### config.mk
export PLATFORM = sky130hd
export DESIGN_NAME = alp_core
export DESIGN_NICKNAME = d
export VERILOG_FILES = /design/src/shared/alp_pkg.sv /design/src/hw/alp_core.sv
export SDC_FILE = /design/constraint.sdc
export NUM_CORES = 1
export LEC_CHECK = 0
export BUFFER_PORTS_ARGS = -buffer_cell sky130_fd_sc_hd__clkbuf_2
export CAP_MARGIN = 10
export CORE_AREA = 5 5 96 98
export CTS_CLUSTER_DIAMETER = 50
export CTS_CLUSTER_SIZE = 25
export DETAILED_ROUTE_END_ITERATION = 10
export DIE_AREA = 0 0 101 103
export PLACE_DENSITY = 0.65
export SLEW_MARGIN = 20
export SYNTH_ARGS = -nofsm -noshare
export SYNTH_HDL_FRONTEND = slang
export SYNTH_SLANG_ARGS = --single-unit
### constraint.sdc
create_clock -name CORE_CLK -period 4.3 [get_ports CORE_CLK]
set_clock_uncertainty 0.15 [all_clocks]
set_input_delay 1.29 -clock CORE_CLK [delete_from_list [all_inputs] [get_ports CORE_CLK]]
set_output_delay 1.29 -clock CORE_CLK [all_outputs]
set_load 0.03 [all_outputs]
### src/shared/alp_pkg.sv
// constants for the light persistence and residual config block
// Contract
// (RULE1) The threshold channel select code picks which modulator sample is compared, 00 for zero and 01 for one.
// (RULE2) Consecutive out-of-range light samples are counted and the light interrupt fires only once the persistence setting is met.
// (RULE3) Any light sample inside the threshold range clears the consecutive counter to zero.
// (RULE4) Persistence 0x0 fires on every cycle, 0x1 on any single miss, 0x2 and 0x3 after two or three misses.
// (RULE5) Persistence from 0x4 up needs five misses per step above 0x3, so 0x4 needs five and 0xF needs sixty.
// (RULE6) With the full start procedure bit set each sample is shortened by nine modulator clock cycles.
// (RULE7) The residual floor field forces at least its code value of residual bits, and 00b switches it off.
// (RULE8) The residual ceiling field caps residual bits at its code plus one, with reset code 0x3 giving four.
// (RULE9) Software that moves a residual limit off its default must enable residual calibration.
`default_nettype none
package alp_pkg;
    localparam logic [7:0] ADDR_FILTER_CFG = 8'ha6;
    localparam logic [7:0] ADDR_RESIDUAL_CFG = 8'ha7;
    localparam logic [7:0] ADDR_IRQ_STATUS = 8'hb8;
    localparam logic [7:0] ADDR_IRQ_MASK = 8'hb9;
    localparam logic [7:0] ADDR_LIGHT_STATE = 8'hbb;
    localparam logic [7:0] RST_FILTER_CFG = 8'h00;
    localparam logic [7:0] RST_RESIDUAL_CFG = 8'h03;
    localparam logic [7:0] FILTER_CFG_MASK = 8'h3f;
    localparam logic [7:0] RESIDUAL_CFG_MASK = 8'h2f;
    localparam int PERS_LSB = 0;
    localparam int CHAN_LSB = 4;
    localparam int CEIL_LSB = 0;
    localparam int FLOOR_LSB = 2;
    localparam int FULL_START_BIT = 5;
    localparam logic [1:0] CHAN_MOD0 = 2'h0;
    localparam logic [1:0] CHAN_MOD1 = 2'h1;
    localparam logic [3:0] PERS_LINEAR_TOP = 4'h3;
    localparam logic [7:0] PERS_STEP = 8'h05;
    localparam logic [3:0] START_SHORTEN_CYCLES = 4'h9;
    localparam logic [2:0] RESIDUAL_CEIL_OFFSET = 3'h1;
    localparam int IRQ_LIGHT = 0;
    localparam int IRQ_WIDTH = 1;
endpackage
`default_nettype wire

### src/hw/alp_core.sv
// light persistence filter and modulator residual limit configuration
`default_nettype none
module alp_core #(
    parameter int DATA_W = 16,
    parameter int BASE_START_CYCLES = 32
) (
    input wire logic CORE_CLK,
    input wire logic RST_B,
    input wire logic [7:0] REG_ADDR,
    input wire logic [7:0] REG_WDATA,
    input wire logic REG_WR,
    input wire logic REG_RD,
    output logic [7:0] REG_RDATA,
    input wire logic SAMPLE_VALID,
    input wire logic [DATA_W-1:0] MOD0_DATA,
    input wire logic [DATA_W-1:0] MOD1_DATA,
    input wire logic [DATA_W-1:0] LIGHT_LOW_THRESHOLD,
    input wire logic [DATA_W-1:0] LIGHT_HIGH_THRESHOLD,
    output logic LIGHT_IRQ_EVENT,
    output logic IRQ,
    output logic [7:0] START_CYCLES,
    output logic [2:0] RESIDUAL_FLOOR,
    output logic [2:0] RESIDUAL_CEILING
);
    localparam int IRQ_W = alp_pkg::IRQ_WIDTH;
    logic [7:0] filter_cfg_reg;
    logic [7:0] residual_cfg_reg;
    logic [IRQ_W-1:0] irq_status_reg;
    logic [IRQ_W-1:0] irq_mask_reg;
    logic [7:0] miss_cnt_reg;
    logic [7:0] miss_cnt_next;
    logic [7:0] rdata_next;
    logic event_next;

    // register decode
    wire wr_filter = REG_WR && (REG_ADDR == alp_pkg::ADDR_FILTER_CFG);
    wire wr_resid = REG_WR && (REG_ADDR == alp_pkg::ADDR_RESIDUAL_CFG);
    wire wr_mask = REG_WR && (REG_ADDR == alp_pkg::ADDR_IRQ_MASK);
    wire rd_status = REG_RD && (REG_ADDR == alp_pkg::ADDR_IRQ_STATUS);

    // field extraction
    wire [3:0] light_irq_persistence = filter_cfg_reg[alp_pkg::PERS_LSB +: 4];
    wire [1:0] threshold_channel_select = filter_cfg_reg[alp_pkg::CHAN_LSB +: 2];
    wire full_start_procedure_en = residual_cfg_reg[alp_pkg::FULL_START_BIT];
    wire [1:0] residual_floor = residual_cfg_reg[alp_pkg::FLOOR_LSB +: 2];
    wire [1:0] residual_ceiling = residual_cfg_reg[alp_pkg::CEIL_LSB +: 2];

    // channel choice; codes above 01 are reserved and fall back to modulator one
    wire [DATA_W-1:0] light_sample = (threshold_channel_select == alp_pkg::CHAN_MOD0) ?
        MOD0_DATA : MOD1_DATA; // RULE1
    wire out_of_range = (light_sample < LIGHT_LOW_THRESHOLD) ||
        (light_sample > LIGHT_HIGH_THRESHOLD); // RULE2

    // required consecutive misses: linear up to 3, then five per step
    wire [7:0] pers_ext = {4'h0, light_irq_persistence};
    wire [7:0] pers_need = (light_irq_persistence <= alp_pkg::PERS_LINEAR_TOP) ? pers_ext :
        8'((pers_ext - 8'(alp_pkg::PERS_LINEAR_TOP)) * alp_pkg::PERS_STEP); // RULE4 RULE5

    // saturating miss counter, cleared by any in-range sample
    wire [7:0] miss_inc = (miss_cnt_reg == 8'hff) ? miss_cnt_reg : miss_cnt_reg + 8'h01;
    always_comb begin
        miss_cnt_next = miss_cnt_reg;
        event_next = 1'b0;
        if (SAMPLE_VALID) begin
            if (!out_of_range) begin
                miss_cnt_next = 8'h00; // RULE3
            end else begin
                miss_cnt_next = miss_inc; // RULE2
            end
            if (light_irq_persistence == 4'h0) begin
                event_next = 1'b1; // RULE4
            end else begin
                event_next = out_of_range && (miss_inc == pers_need); // RULE2
            end
        end
    end

    // status read data; status read clears, but a same-cycle event wins
    wire [IRQ_W-1:0] status_set = event_next ? {IRQ_W{1'b1}} : {IRQ_W{1'b0}};
    wire [IRQ_W-1:0] status_next = (rd_status ? {IRQ_W{1'b0}} : irq_status_reg) | status_set;
    wire [7:0] state_word = miss_cnt_reg;
    always_comb begin
        rdata_next = 8'h00;
        if (REG_RD) begin
            case (REG_ADDR)
                alp_pkg::ADDR_FILTER_CFG: rdata_next = filter_cfg_reg;
                alp_pkg::ADDR_RESIDUAL_CFG: rdata_next = residual_cfg_reg;
                alp_pkg::ADDR_IRQ_STATUS: rdata_next = 8'(irq_status_reg);
                alp_pkg::ADDR_IRQ_MASK: rdata_next = 8'(irq_mask_reg);
                alp_pkg::ADDR_LIGHT_STATE: rdata_next = state_word;
                default: rdata_next = 8'h00;
            endcase
        end
    end

    // shortened sample length and residual limits for the modulator
    wire [7:0] base_start = 8'(BASE_START_CYCLES);
    wire [7:0] start_next = full_start_procedure_en ?
        base_start - 8'(alp_pkg::START_SHORTEN_CYCLES) : base_start; // RULE6
    wire [2:0] floor_next = {1'b0, residual_floor}; // RULE7
    wire [2:0] ceil_next = {1'b0, residual_ceiling} + alp_pkg::RESIDUAL_CEIL_OFFSET; // RULE8

    // configuration registers; reserved bits stay zero
    always_ff @(posedge CORE_CLK or negedge RST_B) begin
        if (!RST_B) begin
            filter_cfg_reg <= alp_pkg::RST_FILTER_CFG;
            residual_cfg_reg <= alp_pkg::RST_RESIDUAL_CFG;
            irq_mask_reg <= '0;
        end else begin
            if (wr_filter) begin
                filter_cfg_reg <= REG_WDATA & alp_pkg::FILTER_CFG_MASK;
            end
            if (wr_resid) begin
                residual_cfg_reg <= REG_WDATA & alp_pkg::RESIDUAL_CFG_MASK;
            end
            if (wr_mask) begin
                irq_mask_reg <= REG_WDATA[IRQ_W-1:0];
            end
        end
    end

    // filter state, status and outputs
    always_ff @(posedge CORE_CLK or negedge RST_B) begin
        if (!RST_B) begin
            miss_cnt_reg <= 8'h00;
            irq_status_reg <= '0;
            REG_RDATA <= 8'h00;
            LIGHT_IRQ_EVENT <= 1'b0;
            IRQ <= 1'b0;
            START_CYCLES <= 8'h00;
            RESIDUAL_FLOOR <= 3'h0;
            RESIDUAL_CEILING <= 3'h4;
        end else begin
            miss_cnt_reg <= miss_cnt_next;
            irq_status_reg <= status_next;
            REG_RDATA <= rdata_next;
            LIGHT_IRQ_EVENT <= event_next;
            IRQ <= |(status_next & irq_mask_reg);
            START_CYCLES <= start_next;
            RESIDUAL_FLOOR <= floor_next;
            RESIDUAL_CEILING <= ceil_next;
        end
    end

    // every in-range sample leaves the counter at zero
    a_miss_clear: assert property (@(posedge CORE_CLK) disable iff (!RST_B) // RULE3
        SAMPLE_VALID && !out_of_range |=> miss_cnt_reg == 8'h00)
        else $error("miss counter not cleared by in-range sample");

    // code 0 fires on every sample
    a_pers_zero: assert property (@(posedge CORE_CLK) disable iff (!RST_B) // RULE4
        SAMPLE_VALID && light_irq_persistence == 4'h0 |=> LIGHT_IRQ_EVENT)
        else $error("persistence zero missed a sample");

    // no event from an in-range sample unless code 0
    a_no_event_in: assert property (@(posedge CORE_CLK) disable iff (!RST_B) // RULE2
        SAMPLE_VALID && !out_of_range && light_irq_persistence != 4'h0 |=> !LIGHT_IRQ_EVENT)
        else $error("event from in-range sample");

    // code 0xf needs sixty misses
    a_pers_sixty: assert property (@(posedge CORE_CLK) disable iff (!RST_B) // RULE5
        light_irq_persistence == 4'hf |-> pers_need == 8'h3c)
        else $error("code f does not need sixty");

    // code 4 needs five misses
    a_pers_five: assert property (@(posedge CORE_CLK) disable iff (!RST_B) // RULE5
        light_irq_persistence == 4'h4 |-> pers_need == 8'h05)
        else $error("code 4 does not need five");

    // event fires exactly when the count reaches the need
    a_event_count: assert property (@(posedge CORE_CLK) disable iff (!RST_B) // RULE2
        LIGHT_IRQ_EVENT && light_irq_persistence != 4'h0 && $stable(filter_cfg_reg)
        |-> miss_cnt_reg == pers_need)
        else $error("event at wrong miss count");

    // channel select steers the compared sample
    a_chan_sel: assert property (@(posedge CORE_CLK) disable iff (!RST_B) // RULE1
        threshold_channel_select == 2'h1 |-> light_sample == MOD1_DATA)
        else $error("channel one not selected");

    // shortened start is nine cycles less two cycles after the bit is set
    a_start_short: assert property (@(posedge CORE_CLK) disable iff (!RST_B) // RULE6
        full_start_procedure_en ##1 full_start_procedure_en
        |-> START_CYCLES == 8'(BASE_START_CYCLES) - 8'(alp_pkg::START_SHORTEN_CYCLES))
        else $error("start not shortened by nine");

    // ceiling output is field plus one
    a_ceil_limit: assert property (@(posedge CORE_CLK) disable iff (!RST_B) // RULE8
        $stable(residual_ceiling) |=> RESIDUAL_CEILING == {1'b0, $past(residual_ceiling)} + 3'h1)
        else $error("ceiling not code plus one");

    // floor output follows field
    a_floor_limit: assert property (@(posedge CORE_CLK) disable iff (!RST_B) // RULE7
        $stable(residual_floor) |=> RESIDUAL_FLOOR == {1'b0, $past(residual_floor)})
        else $error("floor not code value");

    // channel zero steers modulator zero
    a_chan_zero: assert property (@(posedge CORE_CLK) disable iff (!RST_B) // RULE1
        threshold_channel_select == alp_pkg::CHAN_MOD0 |-> light_sample == MOD0_DATA)
        else $error("channel zero not selected");

    // each miss below saturation adds one
    a_miss_count: assert property (@(posedge CORE_CLK) disable iff (!RST_B) // RULE2
        SAMPLE_VALID && out_of_range && miss_cnt_reg != 8'hff |=> miss_cnt_reg == $past(miss_cnt_reg) + 8'h01)
        else $error("miss counter did not advance");

    // counter only moves on a sample
    a_miss_hold: assert property (@(posedge CORE_CLK) disable iff (!RST_B) // RULE2
        !SAMPLE_VALID |=> $stable(miss_cnt_reg))
        else $error("miss counter moved without sample");

    // counter saturates rather than wrapping back to a firing count
    a_miss_sat: assert property (@(posedge CORE_CLK) disable iff (!RST_B) // RULE2
        SAMPLE_VALID && out_of_range && miss_cnt_reg == 8'hff |=> miss_cnt_reg == 8'hff)
        else $error("miss counter wrapped");

    // event pulse always leaves the sticky status set
    a_event_status: assert property (@(posedge CORE_CLK) disable iff (!RST_B) // RULE2
        LIGHT_IRQ_EVENT |-> irq_status_reg[alp_pkg::IRQ_LIGHT])
        else $error("event without status");

    // no event without a sample
    a_no_event_idle: assert property (@(posedge CORE_CLK) disable iff (!RST_B) // RULE2
        !SAMPLE_VALID |=> !LIGHT_IRQ_EVENT)
        else $error("event without sample");

    // code 1 needs one miss
    a_pers_one: assert property (@(posedge CORE_CLK) disable iff (!RST_B) // RULE4
        light_irq_persistence == 4'h1 |-> pers_need == 8'h01)
        else $error("code 1 does not need one");

    // code 2 needs two misses
    a_pers_two: assert property (@(posedge CORE_CLK) disable iff (!RST_B) // RULE4
        light_irq_persistence == 4'h2 |-> pers_need == 8'h02)
        else $error("code 2 does not need two");

    // code 3 needs three misses
    a_pers_three: assert property (@(posedge CORE_CLK) disable iff (!RST_B) // RULE4
        light_irq_persistence == 4'h3 |-> pers_need == 8'h03)
        else $error("code 3 does not need three");

    // code 1 fires on the first miss of a run
    a_pers_one_fire: assert property (@(posedge CORE_CLK) disable iff (!RST_B) // RULE4
        SAMPLE_VALID && light_irq_persistence == 4'h1 && out_of_range && miss_cnt_reg == 8'h00
        |=> LIGHT_IRQ_EVENT)
        else $error("code 1 missed first miss");

    // code 5 needs ten misses
    a_pers_ten: assert property (@(posedge CORE_CLK) disable iff (!RST_B) // RULE5
        light_irq_persistence == 4'h5 |-> pers_need == 8'h0a)
        else $error("code 5 does not need ten");

    // code 6 needs fifteen misses
    a_pers_fifteen: assert property (@(posedge CORE_CLK) disable iff (!RST_B) // RULE5
        light_irq_persistence == 4'h6 |-> pers_need == 8'h0f)
        else $error("code 6 does not need fifteen");

    // code 7 needs twenty misses
    a_pers_twenty: assert property (@(posedge CORE_CLK) disable iff (!RST_B) // RULE5
        light_irq_persistence == 4'h7 |-> pers_need == 8'h14)
        else $error("code 7 does not need twenty");

    // code 8 needs twenty-five misses
    a_pers_code8: assert property (@(posedge CORE_CLK) disable iff (!RST_B) // RULE5
        light_irq_persistence == 4'h8 |-> pers_need == 8'h19)
        else $error("code 8 does not need twenty-five");

    // code 9 needs thirty misses
    a_pers_code9: assert property (@(posedge CORE_CLK) disable iff (!RST_B) // RULE5
        light_irq_persistence == 4'h9 |-> pers_need == 8'h1e)
        else $error("code 9 does not need thirty");

    // code a needs thirty-five misses
    a_pers_code_a: assert property (@(posedge CORE_CLK) disable iff (!RST_B) // RULE5
        light_irq_persistence == 4'ha |-> pers_need == 8'h23)
        else $error("code a does not need thirty-five");

    // code b needs forty misses
    a_pers_code_b: assert property (@(posedge CORE_CLK) disable iff (!RST_B) // RULE5
        light_irq_persistence == 4'hb |-> pers_need == 8'h28)
        else $error("code b does not need forty");

    // code c needs forty-five misses
    a_pers_code_c: assert property (@(posedge CORE_CLK) disable iff (!RST_B) // RULE5
        light_irq_persistence == 4'hc |-> pers_need == 8'h2d)
        else $error("code c does not need forty-five");

    // code d needs fifty misses
    a_pers_code_d: assert property (@(posedge CORE_CLK) disable iff (!RST_B) // RULE5
        light_irq_persistence == 4'hd |-> pers_need == 8'h32)
        else $error("code d does not need fifty");

    // code e needs fifty-five misses
    a_pers_code_e: assert property (@(posedge CORE_CLK) disable iff (!RST_B) // RULE5
        light_irq_persistence == 4'he |-> pers_need == 8'h37)
        else $error("code e does not need fifty-five");

    // normal start keeps the full length; reset edge excluded
    a_start_normal: assert property (@(posedge CORE_CLK) disable iff (!RST_B) // RULE6
        RST_B && !full_start_procedure_en ##1 !full_start_procedure_en
        |-> START_CYCLES == 8'(BASE_START_CYCLES))
        else $error("start shortened while bit clear");

    // ceiling output stays within one to four bits
    a_ceil_range: assert property (@(posedge CORE_CLK) disable iff (!RST_B) // RULE8
        RESIDUAL_CEILING >= 3'h1 && RESIDUAL_CEILING <= 3'h4)
        else $error("ceiling out of range");

    // floor output stays within zero to three bits
    a_floor_range: assert property (@(posedge CORE_CLK) disable iff (!RST_B) // RULE7
        RESIDUAL_FLOOR <= 3'h3)
        else $error("floor out of range");

    // level follows status and the mask of the cycle before
    a_irq_level: assert property (@(posedge CORE_CLK) disable iff (!RST_B)
        IRQ == |(irq_status_reg & $past(irq_mask_reg)))
        else $error("irq level wrong");

    // fully masked status never reaches the pin
    a_irq_masked: assert property (@(posedge CORE_CLK) disable iff (!RST_B)
        irq_mask_reg == '0 ##1 irq_mask_reg == '0 |-> !IRQ)
        else $error("masked irq asserted");

    // status read clears unless an event lands at once
    a_status_clear: assert property (@(posedge CORE_CLK) disable iff (!RST_B) // RULE2
        rd_status && !event_next |=> irq_status_reg == '0)
        else $error("status not cleared by read");

    // status holds until read
    a_status_sticky: assert property (@(posedge CORE_CLK) disable iff (!RST_B) // RULE2
        irq_status_reg[alp_pkg::IRQ_LIGHT] && !rd_status |=> irq_status_reg[alp_pkg::IRQ_LIGHT])
        else $error("status dropped without read");

    // read data is zero outside the answer cycle
    a_rdata_idle: assert property (@(posedge CORE_CLK) disable iff (!RST_B)
        !REG_RD |=> REG_RDATA == 8'h00)
        else $error("read data outside answer cycle");

    // reserved filter bits never hold a one
    a_cfg_reserved: assert property (@(posedge CORE_CLK) disable iff (!RST_B) // RULE1
        (filter_cfg_reg & ~alp_pkg::FILTER_CFG_MASK) == 8'h00)
        else $error("reserved filter bit set");

    // reserved residual bits never hold a one
    a_resid_reserved: assert property (@(posedge CORE_CLK) disable iff (!RST_B) // RULE7
        (residual_cfg_reg & ~alp_pkg::RESIDUAL_CFG_MASK) == 8'h00)
        else $error("reserved residual bit set");
endmodule
`default_nettype wire

* Word-level counts from Yosys, hierarchy flattened
Index checks and enable logic that the tools add are counted.
** Word-level totals
- Input port bits :: 85
- Output and inout port bits :: 24
- Register bits after elaboration :: 42
- Word-level logic and storage cells :: 46
** Cells by class
- Multiplexer cells :: 11
- Multiply operators :: 1
- Reductions and logical operators :: 8
- Bitwise operators :: 2
- Order comparisons :: 3
- Add/sub/neg operators :: 3
- Equality and inequality tests :: 7
** Operators by type and width (count)
- equality test 8 bit, second input constant :: 6
- case mux 8 bit (5 select lines) :: 1
- two-way mux 8 bit :: 4
- greater-than comparator 16 bit :: 1
- < comparator 16 bit :: 1
- two-way mux 16 bit :: 1
- adder 8 x 1 -> 8 bit, second input constant :: 1
- equality test 8 bit :: 1
- multiplier 5 x 4 -> 8 bit, second input constant :: 1
- two-way mux 6 bit :: 1
- logical AND 1 bit :: 5
- subtractor 4 x 2 -> 5 bit, second input constant :: 1
- <= comparator 4 x 2 -> 1 bit, second input constant :: 1
- logical NOT 4 bit :: 1
- two-way mux 1 bit :: 4
- adder 2 x 1 -> 3 bit, second input constant :: 1
- logical NOT 2 bit :: 1
- bitwise AND 1 bit :: 1
- logical OR 1 bit :: 1
- bitwise OR 1 bit :: 1

* Logic depth before layout (Yosys ltp)
Gate-level depths: netlist of the first run.
- Depth after elaboration :: 10
- Gate-level depth with buffers :: 13
- Depth with buffers taken out :: 13

* Worst setup path after synthesis of the first run
OpenSTA, ideal clock, no wires.
- Kind :: input -> register
- Start :: in MOD0_DATA[9]
- End :: reg miss_cnt_reg[0]
- Stages :: 9
- Arrival :: 3.174 ns
- Data required time :: 4.025 ns
- Buffers on the path :: 0
- Setup slack :: 0.851 ns
- Cell sequence :: mux2_2 > ha_1 > a211oi_1 > o21ai_0 > a211oi_1 > a22oi_1 > a41o_1 > and3_1 > mux2_2
** On the way
- Cells in the longest elaborated chain, start to end :: 4
- Elaborated cells on any way between the ends :: 5
** Ends and longest elaborated chain
- start: declaration :: RTL line alp_core.sv:15 : input wire logic [DATA_W-1:0] MOD0_DATA,
- two-way mux 16 bit (*) :: RTL line alp_core.sv:49 : wire [DATA_W-1:0] light_sample = (threshold_channel_select == alp_pkg::CHAN_MOD0) ?
- < comparator 16 bit / greater-than comparator 16 bit (equally long branches) :: RTL line alp_core.sv:51, alp_core.sv:52
- logical OR 1 bit (*) :: RTL line alp_core.sv:51 : wire out_of_range = (light_sample < LIGHT_LOW_THRESHOLD) ||
- two-way mux 8 bit (*) :: RTL line alp_core.sv:65 : if (!out_of_range) begin
- end signal: assignment :: RTL line alp_core.sv:134 : miss_cnt_reg <= miss_cnt_next;
- end: declaration :: RTL line alp_core.sv:30 : logic [7:0] miss_cnt_reg;
Every way passes the cells marked *; elsewhere a longest branch is shown, timed or not.
A chain may end at the register's enable or synchronous reset.

* Worst setup path in the final report of the first run
- Start :: reg filter_cfg_reg[0]
- End :: reg IRQ
** On the way
- Cells in the longest elaborated chain, start to end :: 10
- Elaborated cells on any way between the ends :: 12
** Ends and longest elaborated chain
- start: declaration :: RTL line alp_core.sv:26 : logic [7:0] filter_cfg_reg;
- start signal: assignment :: RTL line alp_core.sv:106 : filter_cfg_reg <= alp_pkg::RST_FILTER_CFG;
- start signal: assignment :: RTL line alp_core.sv:111 : filter_cfg_reg <= REG_WDATA & alp_pkg::FILTER_CFG_MASK;
- subtractor 4 x 2 -> 5 bit :: RTL line alp_core.sv:57 : 8'((pers_ext - 8'(alp_pkg::PERS_LINEAR_TOP)) * alp_pkg::PERS_STEP);
- multiplier 5 x 4 -> 8 bit :: RTL line alp_core.sv:57
- two-way mux 8 bit :: RTL line alp_core.sv:56 : wire [7:0] pers_need = (light_irq_persistence <= alp_pkg::PERS_LINEAR_TOP) ? pers_ext :
- equality test 8 bit :: RTL line alp_core.sv:73 : event_next = out_of_range && (miss_inc == pers_need);
- logical AND 1 bit :: RTL line alp_core.sv:73
- two-way mux 1 bit (*) :: RTL line alp_core.sv:70 : if (light_irq_persistence == 4'h0) begin
- two-way mux 1 bit (*) :: RTL line alp_core.sv:64 : if (SAMPLE_VALID) begin
- two-way mux 1 bit (*) :: RTL line alp_core.sv:79 : wire [IRQ_W-1:0] status_set = event_next ? {IRQ_W{1'b1}} : {IRQ_W{1'b0}};
- bitwise OR 1 bit (*) :: RTL line alp_core.sv:80 : wire [IRQ_W-1:0] status_next = (rd_status ? {IRQ_W{1'b0}} : irq_status_reg) | status_set;
- bitwise AND 1 bit (*) :: RTL line alp_core.sv:138 : IRQ <= |(status_next & irq_mask_reg);
- end signal: assignment :: RTL line alp_core.sv:138
- end: declaration :: RTL line alp_core.sv:20 : output logic IRQ,
Marked as above.

==> results_dict.tcl, run 1 <==
set metrics [dict create \
    die_h_um 103 \
    period_share_pct 84.2 \
    synth_edf_count 0 \
    ys_warn_count 0 \
    yosys-top-cells-area "dfrtp_1, ha_1, mux2_2" \
    syn_avg_cell_area_sq_um 9.07 \
    drt_wl_total_um 7730 \
    grt_overflow 0 \
    drive_above_1_share_pct 33.7 \
    vias 2856 \
    intPower_mw 0.786 \
    dieWidth_um 101 \
    crit_required_ns 4.34 \
    worst_setup_path_start_kind "flop" \
    endpoint_kind "flop" \
    start_util_pct 38.5 \
    num_antenna_cells 0 \
    ff2ff_path_depth 13 \
    cp_top_family "adder cells" \
    post-route-min-period_ns 3.62 \
    rows 34 \
    yosysSeqAreaShare_pct 29.6 \
    clock_sinks 38 \
    clk_path_buf_depth 2 \
    critical_path.startpoint "filter_cfg_reg[0]" \
    viasPerCell 5.08 \
    pwr-share-clk_pct 31.3 \
    combPwrFrac_pct 31.3 \
    placedCellCount 554 \
    synth_ff_type "dfrtp_1" \
    hold_start "residual_cfg_reg[5]" \
    path_depth 13 \
    ioPinCount 109 \
    rsz0062_at_grt "false" \
    grt_pass1_wl_um 12800 \
    async_flop_share_pct 100 \
    cp_data_arrival_time_ns 3.66 \
    endpoint "IRQ" \
    cts_resized 0 \
    dp_hpwl_um 6580 \
    dpl_cell_area_sq_mm 0.00380 \
    tightest_slew_ns 0.903 \
    grt_pass1_vias 2890 \
    syn-cell-area_sq_mm 0.00323 \
    cts_tree "yes" \
    status "finished clean" \
    p_per_area_mw_per_mm2 293 \
    grt_usage_pct 15.3 \
    grt_max_degree 39 \
    gp_congestion 0.866 \
    hp-class "reg -> reg" \
    fin_ws_ns 0.679 \
    crit_type "reg -> reg" \
    post_cts_buffers 0 \
    htreeDepth 2 \
    cts_hold_buf 0 \
    max_cap_violations 0 \
    reg2reg_setup_slack_ns 0.68 \
    path_common_cell "ha_1" \
    path_buf_inv 2 \
    ys_types 56 \
    path_clk_slew_ns 0.07 \
    final_cells 562 \
    crit-reg2reg-launch "filter_cfg_reg[0]" \
    wl_per_cell_um 13.8 \
    dieArea_sq_mm 0.0104 \
    tns_ns 0 \
    maxSlewViolCount 0 \
    syn_to_final_growth_pct 21.9 \
    core_sq_mm 0.00838 \
    p_switching_mw 0.367 \
    synth-seq-cells 38 \
    cp_max_fo 6 \
    peakVddDrop_v 0.000147 \
    report.final.hold_viol_count 0 \
    drt-initial-drc-count 146 \
    cts_root_buffer "clkbuf_8" \
    first_pass_iters 4 \
    max_slew_margin_pct 39.8 \
    cpPeakStageDelay_ns 0.48 \
    synth.top_cell.area_share_pct 27.1 \
    ant_nets 0 \
    route.detailed.drc 0 \
    pwr-share-seq_pct 37.5 \
    synth_cells 356 \
    dp_slack_ns 0.421 \
    r2r_end "IRQ" \
    crit_chain "inv_1, ha_1, ha_1, ha_1, inv_1, fa_1, o21bai_1, xnor2_1, nand4_1, mux2i_1, a211oi_1, or3_1, a31oi_1" \
    switching_share_pct 31.8 \
    antenna_found_initial 0 \
    design_area_sq_mm 0.00394 \
    clock_latency_ns 0.29 \
    slowest_stage "dfrtp_1" \
    finalSetupViolCount 0 \
    power.leakage_nw 2.10 \
    fmax_mhz 276 \
    synth_top_area_cell "dfrtp_1" \
    numCtsBuffers 5 \
    io_buffers 102 \
    nNetsFinal 581 \
]
-- worst min path at each step --
stage	endpoint	slack (ns)	cells after the start
after global placement	RESIDUAL_FLOOR[1]	0.24	0
after detailed placement	START_CYCLES[4]	0.25	0
after global routing	START_CYCLES[4]	0.27	0
after CTS	START_CYCLES[4]	0.26	0
after floorplan	RESIDUAL_FLOOR[0]	0.22	0
final	START_CYCLES[4]	0.26	0
-- metrics by stage --
stage	util, %	total power, mW	hold WS [ns]
detailed placement	45.3	0.800	0.246
global route	47.0	1.24	0.275
floorplan	-	0.700	0.220
finish	47.0	1.15	0.257
CTS	47.0	1.17	0.264
global placement	45.3	0.790	0.240
-- kinds of logic after synthesis --
group                    synth area share, %
AO/OA/AOI/OAI                           15.4
XOR/XNOR                                2.71
adder cells (fa/ha/maj)                 16.9
buffers and inverters                   8.06
flip-flops                              29.6
multiplexers                            11.9
other                                  0.116
AND/OR/NAND/NOR                         15.4
-- power by group through the flow --
stage	Sequential (mW)	Combinational, mW	Clock, mW
global route	0.437	0.411	0.390
CTS	0.431	0.366	0.370
floorplan	0.423	0.277	0
finish	0.432	0.361	0.360
global placement	0.437	0.352	0
detailed placement	0.438	0.362	0
-- cells in the mapped netlist (2+ instances only) --
master and instances:
a21oi_1 23, and3_1 5, a41o_1 2, inv_1 42, nor2_1 12, nand3b_1 3
nor3_1 4, dfstp_2 3, ha_1 42, buf_2 4, dfrtp_1 35, nand4_1 6
mux2_2 27, clkbuf_1 5, nand2b_1 2, nand2_1 26, xor2_1 5, buf_4 7
a21o_1 5, nor2b_1 3, o21ai_0 19, nor4_1 3, and4_1 3, a31oi_1 5
and2_1 5, o21bai_1 2, or4_1 2, xnor2_1 5, a211oi_1 5, a22oi_1 3
nand3_1 11, mux2i_1 8
-- metal layers --
layer  global-route usage [%]  wire length, um
met1                     18.7             3260
met4                     4.50               51
met2                     26.5             3860
met5                        0                0
met3                     3.86              555
-- area by class of cell --
type,count,area [sq um]
Clock buffer,5,68.8
Clock inverter,3,68.8
Fill cell,808,4440
Inverter,42,158
Multi-Input combinational cell,262,2030
Sequential cell,38,955
Tap cell,108,135
Timing Repair Buffer,104,526
-- layout by cell type (no fill, tap or decap), types with 2 or more instances in the layout --
cell,instances
a211oi_1,5
a21o_1,5
a21oi_1,23
a22oi_1,3
a31oi_1,5
a41o_1,2
and2_1,5
and3_1,5
and4_1,3
buf_4,2
bufinv_16,2
clkbuf_2,102
clkbuf_8,5
conb_1,4
dfrtp_1,35
dfstp_2,3
ha_1,42
inv_1,42
mux2_2,27
mux2i_1,8
nand2_1,26
nand2b_1,2
nand3_1,11
nand3b_1,3
nand4_1,6
nor2_1,12
nor2b_1,3
nor3_1,4
nor4_1,3
o21ai_0,19
o21bai_1,2
or4_1,2
xnor2_1,5
xor2_1,5
No activity file was read; power rests on OpenSTA's default activity.
==> run 2: changes to the inputs <==
==> constraint.sdc (replaced) <==
create_clock -name CORE_CLK -period 3.6 [get_ports CORE_CLK]
set_clock_uncertainty 0.15 [all_clocks]
set_input_delay 1.08 -clock CORE_CLK [delete_from_list [all_inputs] [get_ports CORE_CLK]]
set_output_delay 1.08 -clock CORE_CLK [all_outputs]
set_load 0.03 [all_outputs]
==> run 2 against run 1 <==
Effect of this change:
- sequential share of layout area down 0.26 points
- sequential power is 19% higher
- global-route usage up 0.58 points
- setup slack got worse by 0.59 ns
- core utilization is 0.64 points higher
==> results_dict.tcl, run 2 (synthesis results as in run 1) <==
set metrics [dict create \
    nNetsFinal 585 \
    grt_pass1_wl_um 13400 \
    post-route-min-period_ns 3.51 \
    rows 34 \
    crit_chain "inv_1, ha_1, ha_1, ha_1, inv_1, fa_1, o21bai_1, xnor2_2, nand4_1, mux2i_1, a211oi_1, or3_1, a31oi_2" \
    syn_to_final_growth_pct 23.5 \
    max_cap_violations 0 \
    ioPinCount 109 \
    path_buf_inv 2 \
    tightest_slew_ns 0.838 \
    status "finished clean" \
    numCtsBuffers 5 \
    drive_above_1_share_pct 35.4 \
    worst_setup_path_start_kind "flop" \
    vias 2875 \
    power.leakage_nw 2.12 \
    peakVddDrop_v 0.000158 \
    die_h_um 103 \
    clk_path_buf_depth 2 \
    start_util_pct 38.5 \
    grt_max_degree 39 \
    hp-class "reg -> reg" \
    final_cell_mix "clkbuf_2, inv_1, ha_1" \
    gp_congestion 0.874 \
    io_buffers 102 \
    antenna_found_initial 0 \
    cpPeakStageDelay_ns 0.43 \
    path_common_cell "ha_1" \
    dieArea_sq_mm 0.0104 \
    dp_slack_ns -0.0587 \
    fin_ws_ns 0.0869 \
    route.detailed.drc 0 \
    period_share_pct 97.6 \
    clock_latency_ns 0.29 \
    dieWidth_um 101 \
    path_clk_slew_ns 0.08 \
    cp_data_arrival_time_ns 3.57 \
    drt-initial-drc-count 94 \
    viasPerCell 5.08 \
    post-route-util_pct 47.6 \
    crit_type "reg -> reg" \
    clock_sinks 38 \
    dp_hpwl_um 6730 \
    num_antenna_cells 0 \
    maxSlewViolCount 0 \
    cp_max_fo 5 \
    finalSetupViolCount 0 \
    crit_required_ns 3.65 \
    max_slew_margin_pct 44.1 \
    wl_per_cell_um 14.2 \
    tns_ns 0 \
    first_pass_iters 4 \
    layout_commonest_cell "clkbuf_2" \
    grt_pass1_vias 2916 \
    n_fill_cell 791 \
    htreeDepth 2 \
    ant_nets 0 \
    cp_top_family "adder cells" \
    grt_usage_pct 15.9 \
    fmax_mhz 285 \
    report.final.hold_viol_count 0 \
    cts_tree "yes" \
    total_power_mw 1.40 \
    drt_wl_total_um 8020 \
    slowest_stage "dfrtp_1" \
    rsz0062_at_grt "true" \
    core_sq_mm 0.00838 \
    grt_overflow 0 \
    p_per_area_mw_per_mm2 351 \
    endpoint_kind "flop" \
    cts_root_buffer "clkbuf_8" \
]
run 2: cell types whose count changed in the layout (fill, tap and decap cells not counted), sizes merged:
cell / delta
clkbuf: -1
buf: +5
run 2: timing repair:
item,in CTS,in global routing
setup buffers,0,1
setup endpoints to repair,1,2
pin swaps,0,1
cloned,0,0
resized for setup,1,4
hold buffers,0,0
run 2: report_power, final:
group	total (mW)	internal, mW	switching, mW
combinational	0.444	0.210	0.235
clock	0.440	0.278	0.162
sequential	0.516	0.460	0.0566
total	1.40	0.947	0.453
run 2: cell type report:
| class | instances | area [sq um] | share of cell area (%) |
|---|---|---|---|
| flip-flops and latches | 38 | 957 | 24.0 |
| multi-input cells | 262 | 2050 | 51.3 |
| well taps | 108 | 135 | 3.39 |
| clock buffers | 5 | 68.8 | 1.72 |
| repair buffers | 108 | 556 | 13.9 |
| clock inverters | 3 | 68.8 | 1.72 |
| inverters | 42 | 158 | 3.95 |
run 2: path summary, 6_finish.rpt:
check                                    start                end  slack, ns  cells past startpoint
max reg2reg                  filter_cfg_reg[0]                IRQ       0.09                     13
max                          filter_cfg_reg[0]                IRQ       0.09                     13
min                        residual_cfg_reg[2]  RESIDUAL_FLOOR[0]       0.26                      0
max in group asynchronous                RST_B  filter_cfg_reg[2]       1.98                      1
min in group asynchronous                RST_B    miss_cnt_reg[7]       0.73                      1
min reg2reg                residual_cfg_reg[2]  RESIDUAL_FLOOR[0]       0.26                      0
run 2: routing by layer:
metal	vias up	track usage, %	wire, um
li1	1458	-	-
met1	1319	19.8	3400
met2	91	28.4	3990
met3	7	3.04	539
met4	0	3.58	94
met5	-	0	0
run 2: per-stage QoR:
step | area (sq um) | hold slack, ns | std cells
floorplan | 3240 | 0.220 | 359
global placement | 3820 | 0.242 | 557
detailed placement | 3820 | 0.250 | 557
CTS | 3970 | 0.269 | 565
global route | 3990 | 0.275 | 566
finish | 3990 | 0.262 | 566
==> run 3: changes to the inputs <==
==> constraint.sdc (replaced) <==
create_clock -name CORE_CLK -period 3.45 [get_ports CORE_CLK]
set_clock_uncertainty 0.15 [all_clocks]
set_input_delay 1.035 -clock CORE_CLK [delete_from_list [all_inputs] [get_ports CORE_CLK]]
set_output_delay 1.035 -clock CORE_CLK [all_outputs]
set_load 0.03 [all_outputs]
==> run 3 against run 2 <==
Effect of this change:
- critical path depth is 1 lower
- via count increased by 2.1%
- final cell count rose by 2.3%
- core utilization rose by 2.1 points
- die area did not move
- sequential power rose by 5.0%
- fmax increased by 5.9%
- setup slack better by 0.044 ns
==> results_dict.tcl, run 3 (synthesis results as in run 1) <==
set metrics [dict create \
    status "finished clean" \
    placedCellCount 570 \
    drt-initial-drc-count 83 \
    start_util_pct 38.5 \
    final_cell_mix "clkbuf_2, inv_1, ha_1" \
    viasPerCell 5.07 \
    clock_sinks 38 \
    max_slew_margin_pct 38.9 \
    dieWidth_um 101 \
    route.top_layer_used "met4" \
    cts_tree "yes" \
    final_cells 579 \
    rows 34 \
    report.final.hold_viol_count 0 \
    path_buf_inv 1 \
    fin_ws_ns 0.131 \
    finalSetupViolCount 0 \
    io_buffers 102 \
    antenna_found_initial 0 \
    slowest_stage "dfrtp_2" \
    path_common_cell "ha_1" \
    cpPeakStageDelay_ns 0.45 \
    cp_data_arrival_time_ns 3.38 \
    post-route-util_pct 49.7 \
    crit_type "reg -> reg" \
    power.leakage_nw 2.20 \
    wl_met2_um 3910 \
    core_sq_mm 0.00838 \
    htreeDepth 2 \
    crit_required_ns 3.51 \
    seqCellArea_sq_um 958 \
    cts_root_buffer "clkbuf_8" \
    layout_commonest_cell "clkbuf_2" \
    syn_to_final_growth_pct 29.0 \
    post-route-min-period_ns 3.32 \
    die_h_um 103 \
    grt_max_degree 39 \
    crit_chain "buf_4, or2_2, nor2_2, ha_1, ha_1, a21o_1, a21oi_1, mux2_2, nor3_1, a211oi_1, or3_1, a31oi_1" \
    rsz0062_at_grt "true" \
    max_cap_violations 0 \
    maxSlewViolCount 0 \
    vias 2934 \
    reg2reg_setup_slack_ns 0.13 \
    drive_above_1_share_pct 38.9 \
    grt_usage_pct 15.4 \
    grt_pass1_wl_um 13000 \
    fmax_mhz 301 \
    clock_latency_ns 0.29 \
    n_fill_cell 773 \
    grt_overflow 0 \
    dp_hpwl_um 6800 \
    peakVddDrop_v 0.000208 \
    num_antenna_cells 0 \
    clk_path_buf_depth 2 \
    hp-class "reg -> reg" \
    dieArea_sq_mm 0.0104 \
    route.detailed.drc 0 \
    wl_per_cell_um 13.9 \
    p_per_area_mw_per_mm2 358 \
    nNetsFinal 598 \
    first_pass_iters 4 \
    numCtsBuffers 5 \
    tightest_slew_ns 0.917 \
    ioPinCount 109 \
    whs_ns 0.270 \
    multi_input_comb_area_sq_mm 0.00211 \
    drt-met1-wl_um 3530 \
    endpoint_kind "flop" \
    path_clk_slew_ns 0.08 \
    cp_top_family "simple AND/OR/NAND/NOR gates" \
    dp_slack_ns -0.163 \
    total_power_mw 1.49 \
    period_share_pct 96.2 \
    ant_nets 0 \
    worst_setup_path_start_kind "flop" \
    drt_wl_total_um 8060 \
    cp_max_fo 5 \
    gp_congestion 0.863 \
    dr_wl_met3_um 522 \
    grt_pass1_vias 2917 \
]
## run 3: timing repair
action,in CTS,in global routing
setup endpoints to repair,2,4
pin swaps,0,5
hold buffers,0,0
gates resized for setup,1,15
buffers inserted,0,1
## run 3: area by class of cell
type	instances	area share, %
sequential	38	23.0
tap	108	3.24
inverter	42	3.78
clock buffer	5	1.65
timing repair buffer	121	16.0
multi-input combinational	262	50.7
clock inverter	3	1.65
## run 3: final timing paths
kind,to,cells after the start,start
worst max register to register,IRQ,12,filter_cfg_reg[2]
worst max-delay path,IRQ,12,filter_cfg_reg[2]
min in group asynchronous,miss_cnt_reg[7],1,RST_B
worst min register to register,START_CYCLES[4],0,residual_cfg_reg[5]
worst min-delay path,START_CYCLES[4],0,residual_cfg_reg[5]
max in group asynchronous,filter_cfg_reg[1],1,RST_B
## run 3: per-layer routing
layer | global-route usage, % | vias to the layer above
met5 | 0 | -
met4 | 4.19 | 0
met3 | 2.57 | 9
met2 | 27.0 | 97
met1 | 19.5 | 1343
li1 | - | 1485
## run 3: metrics by stage
stage | cell area (sq um) | TNS, ns
global placement | 3930 | -0.496
global route | 4170 | -0.0415
floorplan | 3240 | 0
detailed placement | 3930 | -0.558
finish | 4170 | 0
CTS | 4080 | 0
## run 3: power by group
group	internal [mW]	switching (mW)	leakage, nW
clock network	0.290	0.158	0.0683
registers	0.480	0.0620	0.486
logic	0.246	0.258	1.65
total	1.02	0.478	2.20
